--- config.mk ---
export PLATFORM = sky130hd
export DESIGN_NAME = two_wire_serial_port
export DESIGN_NICKNAME = d
export VERILOG_FILES = /design/src/two_wire_pkg.sv /design/src/byte_fifo.sv /design/src/two_wire_serial_port.sv
export SDC_FILE = /design/constraint.sdc
export NUM_CORES = 1
export LEC_CHECK = 0
export BUFFER_PORTS_ARGS = -buffer_cell sky130_fd_sc_hd__buf_2
export CAP_MARGIN = 20
export CORE_ASPECT_RATIO = 0.5
export CORE_UTILIZATION = 65
export CTS_CLUSTER_DIAMETER = 100
export DETAILED_ROUTE_END_ITERATION = 8
export GPL_TIMING_DRIVEN = 0
export PLACE_DENSITY = 0.86
export SYNTH_ARGS = -nofsm -noshare
export SYNTH_HDL_FRONTEND = slang
export SYNTH_SLANG_ARGS = --single-unit
--- constraint.sdc ---
create_clock -name i_clk -period 6.4 [get_ports i_clk]
set_clock_uncertainty 0.05 [all_clocks]
set_input_delay 0.32 -clock i_clk [delete_from_list [all_inputs] [get_ports i_clk]]
set_output_delay 0.32 -clock i_clk [all_outputs]
set_load 0.02 [all_outputs]
--- src/two_wire_pkg.sv ---
// Constants, carriers and states shared by the two-wire serial port design
package two_wire_pkg;

    // ****************************************
    // Register offsets on the SFR port
    // ****************************************
    localparam logic [7:0] DATA_OFFSET = 8'h9a;
    localparam logic [7:0] OWN_ADDR_OFFSET = 8'h9b;
    localparam logic [7:0] CTRL_OFFSET = 8'he8;

    // ****************************************
    // Reset values and field layouts
    // ****************************************
    localparam logic [7:0] DATA_RESET = 8'h00;
    localparam logic [7:0] OWN_ADDR_RESET = 8'h55;
    localparam logic [7:0] CTRL_RESET = 8'h00;
    // Control bits software may write: 7, 6, 5, 3, 2
    localparam logic [7:0] CTRL_WR_MASK = 8'hec;
    // Position of the interface select bit in the sync port control register
    localparam int PORT_SELECT_BIT = 5;
    localparam logic [3:0] BITS_PER_BYTE = 4'h8;
    localparam int BYTE_W = 8;
    localparam int TX_FIFO_DEPTH = 16;

    // Control register, bit 7 first
    typedef struct packed {
        logic sw_data_out;
        logic sw_data_drive_enable;
        logic sw_clock_out;
        logic sw_data_in;
        logic role_select;
        logic slave_reset;
        logic slave_direction;
        logic byte_done_flag;
    } ctrl_t;

    // Drive request for one open-drain pin
    typedef struct packed {
        logic o;
        logic oe;
    } pin_drive_t;

    // Slave byte engine states, Gray codes along the usual path
    typedef enum logic [2:0] {
        ST_IDLE = 3'h0,
        ST_ADDR = 3'h1,
        ST_ADDR_ACK = 3'h3,
        ST_RX_BYTE = 3'h2,
        ST_RX_ACK = 3'h6,
        ST_TX_BYTE = 3'h7,
        ST_TX_ACK = 3'h5
    } slave_state_t;

endpackage : two_wire_pkg

--- src/byte_fifo.sv ---
// Small FIFO with registered read data for the transmit path
`timescale 1ns/1ps
`default_nettype none

module byte_fifo #(
    parameter int WIDTH = 8,
    parameter int DEPTH = 16
) (
    // Clock and reset
    input wire logic i_clk,
    input wire logic i_rst,
    // Filling side
    input wire logic i_in_valid,
    input wire logic [WIDTH-1:0] i_in_data,
    output logic o_in_ready,
    // Draining side
    output logic o_out_valid,
    output logic [WIDTH-1:0] o_out_data,
    input wire logic i_out_ready
);
    localparam int AW = $clog2(DEPTH);
    localparam int CW = $clog2(DEPTH + 1);

    logic [WIDTH-1:0] mem_q [DEPTH];
    logic [AW-1:0] wr_ptr_q, rd_ptr_q, rd_ptr_d;
    logic [CW-1:0] count_q, count_d;
    logic push, pop;

    // Handshakes and next pointers
    assign push = i_in_valid & o_in_ready;
    assign pop = o_out_valid & i_out_ready;
    assign rd_ptr_d = pop ? rd_ptr_q + 1'b1 : rd_ptr_q;

    always_comb begin
        count_d = count_q;
        if (push && !pop) begin
            count_d = count_q + 1'b1;
        end else if (pop && !push) begin
            count_d = count_q - 1'b1;
        end
    end

    // Storage array
    always_ff @(posedge i_clk) begin
        if (push) begin
            mem_q[wr_ptr_q] <= i_in_data;
        end
    end

    // Pointers, fill level and flags
    always_ff @(posedge i_clk) begin
        if (i_rst) begin
            wr_ptr_q <= '0;
            rd_ptr_q <= '0;
            count_q <= '0;
            o_out_valid <= 1'b0;
            o_in_ready <= 1'b1;
        end else begin
            if (push) begin
                wr_ptr_q <= wr_ptr_q + 1'b1;
            end
            rd_ptr_q <= rd_ptr_d;
            count_q <= count_d;
            o_out_valid <= (count_d != '0);
            o_in_ready <= (count_d != CW'(DEPTH));
        end
    end

    // Head word, bypassing a word written into an emptying FIFO
    always_ff @(posedge i_clk) begin
        if (push && (wr_ptr_q == rd_ptr_d)) begin
            o_out_data <= i_in_data;
        end else begin
            o_out_data <= mem_q[rd_ptr_d];
        end
    end

endmodule : byte_fifo

`default_nettype wire

--- src/two_wire_serial_port.sv ---
// Two-wire serial port: software master, hardware slave and SFR file
//
// How it works
// - Two-wire port shares its two pins with SPI; only one owns them.
// - SPI select bit 5 set gives pins to SPI, clear to two-wire.
// - Two roles: software-driven master and hardware byte slave.
// - Master drives control bit 7 on data pin only while drive enable set.
// - Master control bit 6 makes data pin output when set, input when clear.
// - Master control bit 5 appears directly on the clock pin.
// - Master with drive enable clear latches data pin into bit 4 on clock.
// - Control bit 3 set selects software master, clear selects hardware slave.
// - Slave engine held in reset while control bit 2 is set.
// - Slave sets bit 1 while transmitting, clears it while receiving.
// - Slave sets bit 0 after each data byte transmitted or received, not after the address byte.
// - A data register access clears the done flag and interrupt request unless a byte completes in the same cycle.
// - Data writes supply bytes to send; reads return last received byte.
// - Own address register holds 7-bit address, resets to 55H, writable.
`timescale 1ns/1ps
`default_nettype none

module two_wire_serial_port
    import two_wire_pkg::*;
#(
    parameter int FIFO_DEPTH = TX_FIFO_DEPTH
) (
    // Clock and reset
    input wire logic i_clk,
    input wire logic i_rst,
    // SFR access port
    input wire logic [7:0] i_sfr_addr,
    input wire logic i_sfr_wr,
    input wire logic i_sfr_rd,
    input wire logic [7:0] i_sfr_wdata,
    output logic [7:0] o_sfr_rdata,
    // Sync port control register value from the SPI block
    input wire logic [7:0] i_sync_port_control,
    // SPI drive requests for the shared pins
    input wire logic i_spi_data_o,
    input wire logic i_spi_data_oe,
    input wire logic i_spi_clock_o,
    input wire logic i_spi_clock_oe,
    // Shared serial data pin
    input wire logic i_serial_data_pin,
    output logic o_serial_data_pin,
    output logic o_serial_data_pin_oe,
    // Shared serial clock pin
    input wire logic i_serial_clock_pin,
    output logic o_serial_clock_pin,
    output logic o_serial_clock_pin_oe,
    // Status
    output logic o_byte_done_irq,
    output logic o_tx_ready
);

    // ****************************************
    // Mode decode
    // ****************************************
    logic [7:0] ctrl_sw_q;
    ctrl_t sw;
    logic two_wire_on, master_on, slave_on;

    assign sw = ctrl_t'(ctrl_sw_q);
    assign two_wire_on = ~i_sync_port_control[PORT_SELECT_BIT];
    assign master_on = two_wire_on & sw.role_select;
    assign slave_on = two_wire_on & ~sw.role_select & ~sw.slave_reset;

    // ****************************************
    // Pin synchronisers and bus events
    // ****************************************
    logic sda_meta_q, sda_q, sda_prev_q;
    logic scl_meta_q, scl_q, scl_prev_q;
    logic scl_rise, scl_fall, bus_start, bus_stop, evt_ok;

    // Two flops per pin, then a history flop for edges
    always_ff @(posedge i_clk) begin
        if (i_rst) begin
            sda_meta_q <= 1'b1;
            sda_q <= 1'b1;
            sda_prev_q <= 1'b1;
            scl_meta_q <= 1'b1;
            scl_q <= 1'b1;
            scl_prev_q <= 1'b1;
        end else begin
            sda_meta_q <= i_serial_data_pin;
            sda_q <= sda_meta_q;
            sda_prev_q <= sda_q;
            scl_meta_q <= i_serial_clock_pin;
            scl_q <= scl_meta_q;
            scl_prev_q <= scl_q;
        end
    end

    // Clock edges, start and stop conditions
    assign scl_rise = scl_q & ~scl_prev_q;
    assign scl_fall = ~scl_q & scl_prev_q;
    assign bus_start = scl_q & scl_prev_q & sda_prev_q & ~sda_q;
    assign bus_stop = scl_q & scl_prev_q & ~sda_prev_q & sda_q;
    assign evt_ok = slave_on & ~bus_start & ~bus_stop;

    // ****************************************
    // SFR decode and registers
    // ****************************************
    logic data_wr, data_rd, data_access, ctrl_wr, own_wr;
    logic sw_data_in_q, direction_q, flag_q;
    logic [7:0] own_addr_q, rx_byte_q;
    ctrl_t ctrl_view;

    assign data_wr = i_sfr_wr & (i_sfr_addr == DATA_OFFSET);
    assign data_rd = i_sfr_rd & (i_sfr_addr == DATA_OFFSET);
    assign data_access = data_wr | data_rd;
    assign ctrl_wr = i_sfr_wr & (i_sfr_addr == CTRL_OFFSET);
    assign own_wr = i_sfr_wr & (i_sfr_addr == OWN_ADDR_OFFSET);

    // Software-owned control bits
    always_ff @(posedge i_clk) begin
        if (i_rst) begin
            ctrl_sw_q <= CTRL_RESET & CTRL_WR_MASK;
        end else if (ctrl_wr) begin
            ctrl_sw_q <= i_sfr_wdata & CTRL_WR_MASK;
        end
    end

    // Own slave address
    always_ff @(posedge i_clk) begin
        if (i_rst) begin
            own_addr_q <= OWN_ADDR_RESET;
        end else if (own_wr) begin
            own_addr_q <= i_sfr_wdata;
        end
    end

    // Master data input latched on the clock rise
    always_ff @(posedge i_clk) begin
        if (i_rst) begin
            sw_data_in_q <= 1'b0;
        end else if (master_on && scl_rise && !sw.sw_data_drive_enable) begin
            sw_data_in_q <= sda_q;
        end
    end

    // Control register as software reads it
    always_comb begin
        ctrl_view = sw;
        ctrl_view.sw_data_in = sw_data_in_q;
        ctrl_view.slave_direction = direction_q;
        ctrl_view.byte_done_flag = flag_q;
    end

    // Read data, unmapped offsets answer zero
    always_ff @(posedge i_clk) begin
        if (i_rst) begin
            o_sfr_rdata <= 8'h00;
        end else if (i_sfr_rd) begin
            case (i_sfr_addr)
                DATA_OFFSET: o_sfr_rdata <= rx_byte_q;
                OWN_ADDR_OFFSET: o_sfr_rdata <= own_addr_q;
                CTRL_OFFSET: o_sfr_rdata <= ctrl_view;
                default: o_sfr_rdata <= 8'h00;
            endcase
        end
    end

    // ****************************************
    // Transmit FIFO
    // ****************************************
    logic fifo_valid, tx_load;
    logic [BYTE_W-1:0] fifo_data;

    byte_fifo #(
        .WIDTH(BYTE_W),
        .DEPTH(FIFO_DEPTH)
    ) u_tx_fifo (
        .i_clk(i_clk),
        .i_rst(i_rst),
        .i_in_valid(data_wr),
        .i_in_data(i_sfr_wdata),
        .o_in_ready(o_tx_ready),
        .o_out_valid(fifo_valid),
        .o_out_data(fifo_data),
        .i_out_ready(tx_load)
    );

    // ****************************************
    // Slave byte engine
    // ****************************************
    slave_state_t state_q;
    logic [3:0] bit_cnt_q;
    logic [7:0] shift_q, tx_sh_q;
    logic load_q, sda_low_q, byte_end, addr_match, rx_done, tx_done;

    assign byte_end = scl_fall & (bit_cnt_q == BITS_PER_BYTE);
    assign addr_match = (shift_q[7:1] == own_addr_q[6:0]);
    assign tx_load = evt_ok & (state_q == ST_TX_BYTE) & load_q & fifo_valid;
    assign rx_done = evt_ok & (state_q == ST_RX_BYTE) & byte_end;
    assign tx_done = evt_ok & (state_q == ST_TX_BYTE) & ~load_q & byte_end;

    // Sequencer, shift registers and direction
    always_ff @(posedge i_clk) begin
        if (i_rst || !slave_on) begin
            state_q <= ST_IDLE;
            bit_cnt_q <= 4'h0;
            load_q <= 1'b0;
            sda_low_q <= 1'b0;
            if (i_rst) begin
                shift_q <= 8'h00;
                tx_sh_q <= 8'h00;
                direction_q <= 1'b0;
            end
        end else if (bus_start) begin
            state_q <= ST_ADDR;
            bit_cnt_q <= 4'h0;
            load_q <= 1'b0;
            sda_low_q <= 1'b0;
        end else if (bus_stop) begin
            state_q <= ST_IDLE;
            load_q <= 1'b0;
            sda_low_q <= 1'b0;
        end else begin
            case (state_q)
                ST_ADDR, ST_RX_BYTE: begin
                    if (scl_rise) begin
                        shift_q <= {shift_q[6:0], sda_q};
                        bit_cnt_q <= bit_cnt_q + 4'h1;
                    end else if (byte_end && state_q == ST_RX_BYTE) begin
                        state_q <= ST_RX_ACK;
                        sda_low_q <= 1'b1;
                    end else if (byte_end && addr_match) begin
                        state_q <= ST_ADDR_ACK;
                        sda_low_q <= 1'b1;
                        direction_q <= shift_q[0];
                    end else if (byte_end) begin
                        state_q <= ST_IDLE;
                    end
                end
                ST_ADDR_ACK: begin
                    if (scl_fall) begin
                        sda_low_q <= 1'b0;
                        bit_cnt_q <= 4'h0;
                        state_q <= direction_q ? ST_TX_BYTE : ST_RX_BYTE;
                        load_q <= direction_q;
                    end
                end
                ST_RX_ACK: begin
                    if (scl_fall) begin
                        sda_low_q <= 1'b0;
                        bit_cnt_q <= 4'h0;
                        state_q <= ST_RX_BYTE;
                    end
                end
                ST_TX_BYTE: begin
                    if (tx_load) begin
                        load_q <= 1'b0;
                        tx_sh_q <= fifo_data;
                        sda_low_q <= ~fifo_data[7];
                    end else if (load_q) begin
                        load_q <= 1'b1;
                    end else if (scl_rise) begin
                        bit_cnt_q <= bit_cnt_q + 4'h1;
                    end else if (byte_end) begin
                        state_q <= ST_TX_ACK;
                        sda_low_q <= 1'b0;
                    end else if (scl_fall) begin
                        tx_sh_q <= {tx_sh_q[6:0], 1'b0};
                        sda_low_q <= ~tx_sh_q[6];
                    end
                end
                ST_TX_ACK: begin
                    if (scl_rise && sda_q) begin
                        state_q <= ST_IDLE;
                    end else if (scl_fall) begin
                        state_q <= ST_TX_BYTE;
                        bit_cnt_q <= 4'h0;
                        load_q <= 1'b1;
                    end
                end
                default: state_q <= ST_IDLE;
            endcase
        end
    end

    // Last received byte
    always_ff @(posedge i_clk) begin
        if (i_rst) begin
            rx_byte_q <= DATA_RESET;
        end else if (rx_done) begin
            rx_byte_q <= shift_q;
        end
    end

    // Byte done flag, a new byte wins over a clearing access
    always_ff @(posedge i_clk) begin
        if (i_rst) begin
            flag_q <= 1'b0;
        end else if (rx_done || tx_done) begin
            flag_q <= 1'b1;
        end else if (data_access) begin
            flag_q <= 1'b0;
        end
    end

    assign o_byte_done_irq = flag_q;

    // ****************************************
    // Shared pin drivers
    // ****************************************
    pin_drive_t data_drv_q, clock_drv_q;

    // Pins go to SPI or to the two-wire logic, open drain in two-wire mode
    always_ff @(posedge i_clk) begin
        if (i_rst) begin
            data_drv_q <= '{o: 1'b0, oe: 1'b0};
            clock_drv_q <= '{o: 1'b0, oe: 1'b0};
        end else if (!two_wire_on) begin
            data_drv_q <= '{o: i_spi_data_o, oe: i_spi_data_oe};
            clock_drv_q <= '{o: i_spi_clock_o, oe: i_spi_clock_oe};
        end else if (sw.role_select) begin
            data_drv_q <= '{o: 1'b0, oe: sw.sw_data_drive_enable & ~sw.sw_data_out};
            clock_drv_q <= '{o: 1'b0, oe: ~sw.sw_clock_out};
        end else begin
            data_drv_q <= '{o: 1'b0, oe: sda_low_q};
            clock_drv_q <= '{o: 1'b0, oe: load_q}; // Stretch while waiting for a byte
        end
    end

    assign o_serial_data_pin = data_drv_q.o;
    assign o_serial_data_pin_oe = data_drv_q.oe;
    assign o_serial_clock_pin = clock_drv_q.o;
    assign o_serial_clock_pin_oe = clock_drv_q.oe;
endmodule : two_wire_serial_port

`default_nettype wire

Yosys cells after proc, flatten, opt, wreduce, memory -nomap -nowiden
Memory sizes are Yosys's and may differ from the RTL's. A register that Yosys moved wholly into a read port is not among the register bits.
Index checks and enable logic that the tools add are counted.
Widths: inputs -> output; s select.
Word-level totals
  flip-flop bits (word level): 81
  latch bits: 0
  RAM bits: 128
  ROM bits: 0
  input port bits: 34
  output and inout bits: 14
  logic and storage cells: 230
  memories: 1
Operators by class
  $add $sub $neg: 5
  $mul: 0
  divide/modulo/power cells: 0
  magnitude comparators: 0
  eq/ne operators: 45
  shift-type cells: 0
  muxes and demuxes: 73
  bitwise gates (word level): 42
  reduce and logical (&&, ||, !) cells: 35
Memory list
  u_tx_fifo.mem_q: depth 16, bits a word 8, read ports 1, clocked after memory_dff 1, write ports 1, line byte_fifo.sv:24  | logic [WIDTH-1:0] mem_q [DEPTH];
Operator list (number)
  $mux 7: 9
  $mux 8: 6
  $mux 3: 13
  $ne 4x4->1 const B: 8
  $mux 1: 30
  $and 1x1->1: 27
  $eq 8x8->1 const B: 3
  $mux 4: 6
  $pmux 8 s3: 1
  $ne 2x2->1 const B: 11
  $reduce_and 9->1: 2
  $pmux 4 s4: 1
  $pmux 3 s5: 1
  $not 1->1: 14
  $reduce_and 7->1: 2
  $add 4x1->4 const B: 3
  $mux 5: 2
  $ne 5x5->1 const B: 2
  $reduce_and 5->1: 2
  $reduce_bool 2->1: 5
  $eq 3x3->1 const B: 3
  $ne 3x1->1 const B: 3
  $reduce_bool 3->1: 3
  $ne 2x1->1 const B: 4
  other kinds (22): 39

Depth between registers and ports, before layout
Gate-level depths: netlist of the first run.
  depth in word-level cells: 14
  depth in mapped cells: 9
  mapped depth without buffers: 8

Modules after synthesis
From an unflattened synthesis of the first run, not the netlist that was laid out.
Unflattened totals
  cell total of the unflattened synthesis: 659
  area total of the unflattened synthesis: 9173.8 µm²
By module, submodules not included
  byte_fifo: instances 1, cells an instance 294, area an instance 5858.1 µm²
  two_wire_serial_port: instances 1, cells an instance 365, area an instance 3315.7 µm²

Worst setup path before layout of the first run
No wires, ideal clock.
  path type: input to register
  start: input port i_sfr_addr[6]
  end: memory u_tx_fifo.mem_q[3][0] (enable)
  arrival: 2.127 ns
  setup slack: 3.839 ns
  stages on the path: 5
  buffers on the path: 1
  path through: nand4bb_1 nor3_1 clkbuf_1 nand2_1 nor3_1
Between the ends
  cells in the longest elaborated chain, start to end: 5
RTL lines
  from (decl): line two_wire_serial_port.sv:30  | input wire logic [7:0] i_sfr_addr,
  $eq 8x8->1: line two_wire_serial_port.sv:108  | assign data_wr = i_sfr_wr & (i_sfr_addr == DATA_OFFSET);
  $and 1x1->1: line two_wire_serial_port.sv:108
  $and 1x1->1: line byte_fifo.sv:30  | assign push = i_in_valid & o_in_ready;
  $mux 1: line byte_fifo.sv:45  | if (push) begin
  $mux 1 (implied by the code): line byte_fifo.sv:46  | mem_q[wr_ptr_q] <= i_in_data;
  to (decl): line byte_fifo.sv:24
Every way passes these cells.

==> metrics.log, run 1 <==
[metrics] RSZ-0062 raised after global routing: no
[metrics] Worst Tran Pin Value: about 1.1 ns
[metrics] clock tree from TritonCTS: yes
[metrics] peak clock frequency supported by timing: around 340 MHz
[metrics] internal power summed over all cells: 2090 µW
[metrics] clock tree root driver cell: sky130_fd_sc_hd__clkbuf_16
[metrics] TritonCTS Buffers: 19
[metrics] Std-Cell Core Area: 13,600 µm²
[metrics] placed standard-cell area: 9510 µm²
[metrics] per-cell via count in the routed design: ~6.4
[metrics] post-route setup TNS: 0 ns
[metrics] total number of clock tree sinks: 213
[metrics] routed len/inst: 22.8 µm
[metrics] CTS clk-pin slew, worst paths: 0.07 ns
[metrics] CP Launch Type: flip-flop
[metrics] Area contributors post-synth: sky130_fd_sc_hd__edfxtp_1 (48%), sky130_fd_sc_hd__dfxtp_1 (15%), sky130_fd_sc_hd__mux4_2 (9.2%)
[metrics] Switching Power: 563 µW
[metrics] Final HPWL DP: 13,600 µm
[metrics] asr flop ratio synth: 0%
[metrics] final setup vio count: 0
[metrics] starting density of the core: 66.7%
[metrics] share of total power in sequential cells: 56.0%
[metrics] Diodes inserted: 0
[metrics] DRT Wirelength: 21,100 µm
[metrics] Final #Nets: 763
[metrics] most common flop cell mapped by yosys: sky130_fd_sc_hd__edfxtp_1
[metrics] number of remaining DRC errors: 0
[metrics] antenna-violating nets left: 0
[metrics] area leader, netlist: sky130_fd_sc_hd__edfxtp_1
[metrics] layout cell share with drive strength beyond 1: around a fifth
[metrics] hold crit path type: primary input to flip-flop
[metrics] deepest clock path buffer count: 3
[metrics] Die Wd: 169 µm
[metrics] post-synthesis sequential area ratio: 63.0%
[metrics] number of flops mapped to enable cells by yosys: 144
[metrics] overall global routing resource usage: 30.5%
[metrics] post-CTS sizing: 0
[metrics] final RePlAce weighted congestion: just over 0.9
[metrics] antenna violations before repair: 1
[metrics] number of synthesis warnings: 0
[metrics] Logic pwr share: between 3 and 4%
[metrics] number of hold violations in the final report: 0
[metrics] outcome: complete, no violations
[metrics] total congestion overflow: 0
[metrics] critical path endpoint category: flip-flop
[metrics] Die Height: 85.5 µm
[metrics] Mean Syn Cell Area: around 14 µm²
[metrics] Clock Power Share: 40.5%
[metrics] share of the clock period used by the worst path after layout: approximately 46%
[metrics] Data required, critical path: roughly 6.6 ns
[metrics] distinct cell type count of the synthesized netlist: 62
[metrics] number of maximum-capacitance constraint violations: 0
[metrics] final-report max-slew violation count: 0
[metrics] clock latency reported for the late side of the worst-skew pair: 0.50 ns
[metrics] pin count of the biggest net entering global routing: 19
[metrics] total standard cell area after synthesis: 9060 µm²
[metrics] routed via count: 5,944
[metrics] global-route wire length before repair: 32,400 µm
[metrics] initial DRC count: approximately 700
[metrics] final core utilization: 74.3%
[metrics] number of cells produced by synthesis: 657
[metrics] Post-Layout Inst Area: 10,100 µm²
[metrics] Worst slew margin: 29.1%
[metrics] Power Dens Cells: 263 nW/µm²
[metrics] Setup Crit Path Kind: flip-flop to flip-flop
[metrics] number of global-route vias before repair: 5,776
[metrics] overall die area: roughly 14,000 µm²
[metrics] endpoint arrival time on the critical path: approximately 3.1 ns
[metrics] count of boundary I/O pins: 48
[metrics] number of placement rows: 30
[metrics] level count of the clock H-tree: 1
[metrics] switch share: between 20% and 30%
[metrics] share of the synthesized area in the top cell type: 47.7%
[metrics] post-synthesis to final-layout area growth: 11.4%
[metrics] worst supply voltage drop on vdd: 0.189 mV
[metrics] Mapped Nets: 700
[metrics] Max Fanout on Critical Path: 10
[metrics] detailed-router iteration count before antenna repair: 6
[metrics] clock period minus worst slack: 2.92 ns
[metrics] standby leakage power: 0.00330 µW
[metrics] IO buf count: 36
[metrics] Seq cells post-synth: 213
==> kinds of logic (layout without fill, tap and decap cells) <==
kind of cell / after synthesis / count (layout) / synth area share (%)
adder cells (fa/ha/maj): 9 / 9 / 1.24
AO/OA/AOI/OAI: 89 / 89 / 6.97
flip-flops: 213 / 213 / 63.0
AND/OR/NAND/NOR: 206 / 206 / 11.8
buffers and inverters: 54 / 130 / 2.53
XOR/XNOR: 23 / 23 / 2.31
multiplexers: 63 / 63 / 12.2
==> layout by cell type, fill, tap and decap left out, types with 15 or more instances in the layout <==
master | Yosys | layout
sky130_fd_sc_hd__a21oi_1 | 20 | 20
sky130_fd_sc_hd__buf_2 | 9 | 47
sky130_fd_sc_hd__clkbuf_1 | 22 | 31
sky130_fd_sc_hd__clkbuf_16 | 0 | 19
sky130_fd_sc_hd__dfxtp_1 | 69 | 69
sky130_fd_sc_hd__edfxtp_1 | 144 | 144
sky130_fd_sc_hd__inv_1 | 15 | 15
sky130_fd_sc_hd__mux2i_1 | 18 | 18
sky130_fd_sc_hd__mux4_2 | 37 | 37
sky130_fd_sc_hd__nand2_1 | 46 | 46
sky130_fd_sc_hd__nand3_1 | 18 | 18
sky130_fd_sc_hd__nor2_1 | 56 | 56
sky130_fd_sc_hd__o21ai_0 | 15 | 15
sky130_fd_sc_hd__xnor2_1 | 15 | 15
==> metrics by stage <==
| step | std cells | setup WS (ns) | total power, µW | hold slack [ns] |
|---|---|---|---|---|
| after floorplan | 657 | 3.84 | 1570 | 0.339 |
| after global placement | 885 | 3.03 | 1600 | 0.347 |
| after detailed placement | 889 | 3.19 | 1610 | 0.360 |
| after CTS | 925 | 3.52 | 2650 | 0.00896 |
| after global routing | 925 | 3.41 | 2710 | 0.0207 |
| final | 925 | 3.48 | 2650 | 0.0144 |
==> critical path, stage by stage, from the launching register on <==
cell                      delay, ns
sky130_fd_sc_hd__dfxtp_1       0.33
sky130_fd_sc_hd__buf_2         0.23
sky130_fd_sc_hd__buf_1         0.53
sky130_fd_sc_hd__buf_2         0.44
sky130_fd_sc_hd__mux4_2        0.40
sky130_fd_sc_hd__mux4_2        0.51
sky130_fd_sc_hd__inv_1         0.08
sky130_fd_sc_hd__o21ai_0       0.08
==> Yosys cell counts (all sizes together), types with 2 or more instances <==
cell type / number
a2111oi: 2
a211o: 7
a211oi: 12
a21o: 3
a21oi: 20
a22oi: 9
a311oi: 2
a31o: 2
a31oi: 2
a41oi: 2
and2: 12
and3: 4
and3b: 2
buf: 17
clkbuf: 22
dfxtp: 69
edfxtp: 144
ha: 9
inv: 15
mux2: 8
mux2i: 18
mux4: 37
nand2: 46
nand2b: 6
nand3: 18
nand3b: 4
nand4: 5
nand4bb: 3
nor2: 56
nor2b: 14
nor3: 15
nor3b: 3
nor4: 6
o21ai: 15
o221ai: 2
or2: 6
or3: 2
xnor2: 15
xor2: 8
==> power by group through the flow <==
stage	logic, µW	clock network [µW]	registers, µW
detailed placement	89.3	0	1520
global route	100	1120	1490
floorplan	46.5	0	1520
finish	92.6	1070	1490
global placement	86.0	0	1520
CTS	91.1	1070	1490
==> area by class of cell <==
cell class	instances	area (µm²)
clock buffer	30	537
fill	848	3500
multi-input combinational	390	3130
sequential	213	5710
timing repair buffer	42	225
clock inverter	4	27.5
tap	192	240
inverter	15	56.3
buffer	39	173
==> sequential cells by signal (all words and copies together) (netlist names), 3 cells and up, named ones only <==
signal,cells
rx_byte_q,8
ctrl_sw_q,5
shift_q,8
tx_sh_q,7
o_sfr_rdata,8
own_addr_q,8
state_q,3
u_tx_fifo.wr_ptr_q,4
u_tx_fifo.mem_q,128
bit_cnt_q,4
u_tx_fifo.count_q,5
u_tx_fifo.rd_ptr_q,4
==> layer usage <==
layer	share of wire, %	global-route usage, %
met1	42	41.2
met2	46	47.7
met3	9.0	7.70
met4	3.6	12.7
met5	0	0.669
==> timing repair <==
item	4_1_cts	5_1_grt
endpoints found under the setup margin	0	0
buffers inserted	0	0
hold buffers	2	0
hold endpoints to repair	2	0
==> path summary, 6_finish.rpt <==
| path | start | to | slack (ns) | cells after the start |
|---|---|---|---|---|
| hold reg to reg | scl_meta_q | scl_q | 0.39 | 1 |
| setup reg to reg | flip-flop | tx_sh_q[1] | 3.48 | 7 |
| hold / removal | i_spi_clock_oe | o_serial_clock_pin_oe | 0.01 | 3 |
| setup / recovery | flip-flop | tx_sh_q[1] | 3.48 | 7 |
Note: power is estimated with default switching activity, not from simulation.
==> run 2: changes to the inputs <==
Settings changed: ABC_AREA from default to 1, CORE_UTILIZATION 65 to 61, PLACE_DENSITY 0.86 to 0.82.
Clock period 6.4 ns to 2.7 ns, I/O delays scaled along.
==> run 2 against run 1 <==
  * Total power grew 140%
  * First-iteration DRC count is 44% higher
  * Area after synthesis grew 0.70%
  * Critical path depth is 2 higher
  * Flip-flop and latch count is the same
  * Register-to-register slack got worse by 3.2 ns
  * Fmax increased by 20%
  * Sequential share of layout area is 1.1 points lower
  * Routed wire length grew 10%
==> metrics.log, run 2 <==
[metrics] area leader, netlist: sky130_fd_sc_hd__edfxtp_1
[metrics] starting density of the core: 62.7% (-3.9 points)
[metrics] overall global routing resource usage: 30.6% (+0.13 points)
[metrics] Data required, critical path: 2.89 ns (-3.70 ns)
[metrics] worst supply voltage drop on vdd: 0.445 mV (+140%)
[metrics] Mapped Nets: 960 (+37%)
[metrics] most common flop cell mapped by yosys: sky130_fd_sc_hd__edfxtp_1
[metrics] Final HPWL DP: 15,800 µm (+16%)
[metrics] number of hold buffers added after cts: 11 (+9)
[metrics] clock period minus worst slack: 2.42 ns (-0.495 ns)
[metrics] most repeated cell in the gate-level netlist after synthesis: sky130_fd_sc_hd__edfxtp_1
[metrics] IO buf count: 39 (+8.3%)
[metrics] Final #Nets: 1,031 (+35%)
[metrics] standby leakage power: 0.00390 µW (+18%)
[metrics] number of hold violations in the final report: 0 (unchanged)
[metrics] Max Fanout on Critical Path: 10 (unchanged)
[metrics] TritonCTS Buffers: 19 (unchanged)
[metrics] global-route wire length before repair: 36,000 µm (+11%)
[metrics] detailed-router iteration count before antenna repair: 6 (unchanged)
[metrics] level count of the clock H-tree: 1 (unchanged)
[metrics] uppermost layer routed: met4
[metrics] Post-Layout Inst Area: 10,300 µm² (+2.1%)
[metrics] layout cell share with drive strength beyond 1: 10.5% (-8.6 points)
[metrics] most repeated library cell on the critical path: sky130_fd_sc_hd__o211ai_1
[metrics] Worst slew margin: 37.3% (+8.2 points)
[metrics] critical path endpoint category: flip-flop
[metrics] outcome: complete, no violations
[metrics] number of remaining DRC errors: 0 (unchanged)
[metrics] final RePlAce weighted congestion: 0.928 (-0.67%)
[metrics] CTS clk-pin slew, worst paths: 0.07 ns (about the same)
[metrics] pin count of the biggest net entering global routing: 19 (unchanged)
[metrics] routed via count: 7,237 (+22%)
[metrics] Worst Tran Pin Value: 0.937 ns (-0.122 ns)
[metrics] wire length on met2: 10,900 µm (+12%)
[metrics] post-route setup TNS: 0 ns (unchanged)
[metrics] Power Dens Cells: 629 nW/µm² (+140%)
[metrics] asr flop ratio synth: 0% (unchanged)
[metrics] overall die area: 15,500 µm² (+7.2%)
[metrics] hold crit path type: primary input to flip-flop
[metrics] Die Wd: 175 µm (+3.5%)
[metrics] leading cell type in the layout, fill and taps excluded: sky130_fd_sc_hd__edfxtp_1
[metrics] DRT Wirelength: 23,200 µm (+10%)
[metrics] post-synthesis to final-layout area growth: 12.9%
[metrics] Slowest cell on crit path: sky130_fd_sc_hd__clkinv_1
[metrics] final setup vio count: 0 (unchanged)
[metrics] post-CTS sizing: 0 (unchanged)
[metrics] routed len/inst: 19.4 µm (-15%)
[metrics] share of the synthesized area in the top cell type: 47.4% (-0.33 points)
[metrics] endpoint arrival time on the critical path: 2.62 ns (-0.49 ns)
[metrics] deepest clock path buffer count: 3 (unchanged)
[metrics] Mean Syn Cell Area: 9.95 µm² (-28%)
[metrics] per-cell via count in the routed design: 6.04 (-6.1%)
[metrics] Seq cells post-synth: 213 (unchanged)
[metrics] clock tree root driver cell: sky130_fd_sc_hd__clkbuf_16
[metrics] placed standard-cell area: 9570 µm² (+0.64%)
[metrics] post-synthesis sequential area ratio: 62.5% (-0.44 points)
[metrics] CP Launch Type: flip-flop
[metrics] total congestion overflow: 0 (unchanged)
[metrics] critical path, cell by cell: buf_2 -> clkinv_1 -> clkbuf_1 -> o21ai_0 -> o22ai_1 -> o211ai_1 -> nand3_1 -> o211ai_1 -> inv_1
[metrics] number of maximum-capacitance constraint violations: 0 (unchanged)
[metrics] Setup Crit Path Kind: flip-flop to flip-flop
[metrics] RSZ-0062 raised after global routing: no
[metrics] antenna violations before repair: 0 (-1)
[metrics] hold path startpoint: i_sfr_wdata[4]
[metrics] highest-count cells in the layout ignoring fill and taps: sky130_fd_sc_hd__edfxtp_1 (144), sky130_fd_sc_hd__nand2_1 (140), sky130_fd_sc_hd__nor2_1 (121), sky130_fd_sc_hd__o21ai_0 (89), sky130_fd_sc_hd__inv_1 (79)
[metrics] Area contributors post-synth: sky130_fd_sc_hd__edfxtp_1 (47%), sky130_fd_sc_hd__dfxtp_1 (15%), sky130_fd_sc_hd__nand2_1 (5.8%)
[metrics] count of boundary I/O pins: 48 (unchanged)
[metrics] number of global-route vias before repair: 6,829 (+18%)
[metrics] number of synthesis warnings: 0 (unchanged)
[metrics] clock tree from TritonCTS: yes
[metrics] Die Height: 88.5 µm (+3.5%)
[metrics] initial DRC count: 1,014 (+44%)
[metrics] total number of clock tree sinks: 213 (unchanged)
[metrics] total standard cell area after synthesis: 9130 µm² (+0.70%)
[metrics] Top reg by flops: u_tx_fifo.mem_q
[metrics] cell types with the highest counts after synthesis: sky130_fd_sc_hd__edfxtp_1 (144), sky130_fd_sc_hd__nand2_1 (140), sky130_fd_sc_hd__nor2_1 (121)
[metrics] post-route setup slack: 0.276 ns (-3.20 ns)
[metrics] Std-Cell Core Area: 14,500 µm² (+7.0%)
[metrics] clock latency reported for the late side of the worst-skew pair: 0.50 ns (about the same)
[metrics] max FFs per register: 128 (unchanged)
[metrics] Diodes inserted: 0 (unchanged)
[metrics] sum of internal, switching and leakage power: 6480 µW (+140%)
[metrics] number of cells produced by synthesis: 917 (+40%)
[metrics] final-report max-slew violation count: 0 (unchanged)
[metrics] share of the clock period used by the worst path after layout: 89.8% (+44 points)
[metrics] routed metal-1 wirelength: 9530 µm (+8.6%)
[metrics] met3 wire length: 2240 µm (+18%)
[metrics] delay of the slowest critical-path stage: 0.36 ns (-0.17 ns)
[metrics] number of cells in the design after placement: 1,154 (+30%)
[metrics] number of cells in the finished layout apart from fillers: 1,199 (+30%)
[metrics] Post-Place Worst Slack: 0.322 ns (-2.87 ns)
[metrics] number of flops mapped to enable cells by yosys: 144 (unchanged)
[metrics] peak clock frequency supported by timing: 412 MHz (+20%)
[metrics] number of placement rows: 31 (+3.3%)
[metrics] # Post-CTS Setup Buffers: 0 (unchanged)
[metrics] distinct cell type count of the synthesized netlist: 40 (-35%)
[metrics] antenna-violating nets left: 0 (unchanged)
run 2: where the power goes:
group          switching [µW]  leakage [µW]  internal (µW)
clock network            1200      0.000302           1560
logic                     147       0.00172           63.0
registers                14.9       0.00187           3500
total                    1360       0.00390           5120
run 2: layout make-up:
| class | instances | area [µm²] |
|---|---|---|
| Sequential cell | 213 | 5710 |
| Fill cell | 1042 | 4250 |
| Multi-Input combinational cell | 582 | 2950 |
| Clock buffer | 25 | 518 |
| Inverter | 88 | 330 |
| Timing Repair Buffer | 50 | 305 |
| Tap cell | 198 | 248 |
| Buffer | 34 | 143 |
| Clock inverter | 9 | 103 |
run 2: critical path, delay by kind of cell, from the launching register on:
kind            cells  cell delay, ns
compound gates      4            0.64
buf+inv             4            1.01
flops               1            0.32
simple gates        1            0.15
run 2: kinds of logic after synthesis:
group           count (synthesis)  synth area share [%]
xor+xnor                       11                  1.06
compound gates                195                  12.4
buf+inv                       122                  5.18
flops                         213                  62.5
fa+ha+maj                       9                  1.23
simple gates                  367                  17.6
run 2: routing by layer:
layer	up-vias	global-route usage, %
met1	3416	41.0
li1	3329	-
met5	-	0
met4	0	9.49
met2	430	51.6
met3	62	5.93
run 2: path summary, 6_finish.rpt:
check,end,slack [ns],depth (start not counted)
setup / recovery,tx_sh_q[1],0.28,9
hold / removal,u_tx_fifo.mem_q[8][4],0.02,1
setup reg to reg,tx_sh_q[1],0.28,9
hold reg to reg,sda_q,0.38,1
run 2: per-stage QoR:
step	hold slack [ns]	utilization [%]
6_report	0.0223	70.8
3_3_place_gp	0.272	65.8
4_1_cts	0.0153	70.8
3_5_place_dp	0.277	65.8
2_1_floorplan	0.184	-
5_1_grt	0.0198	70.8
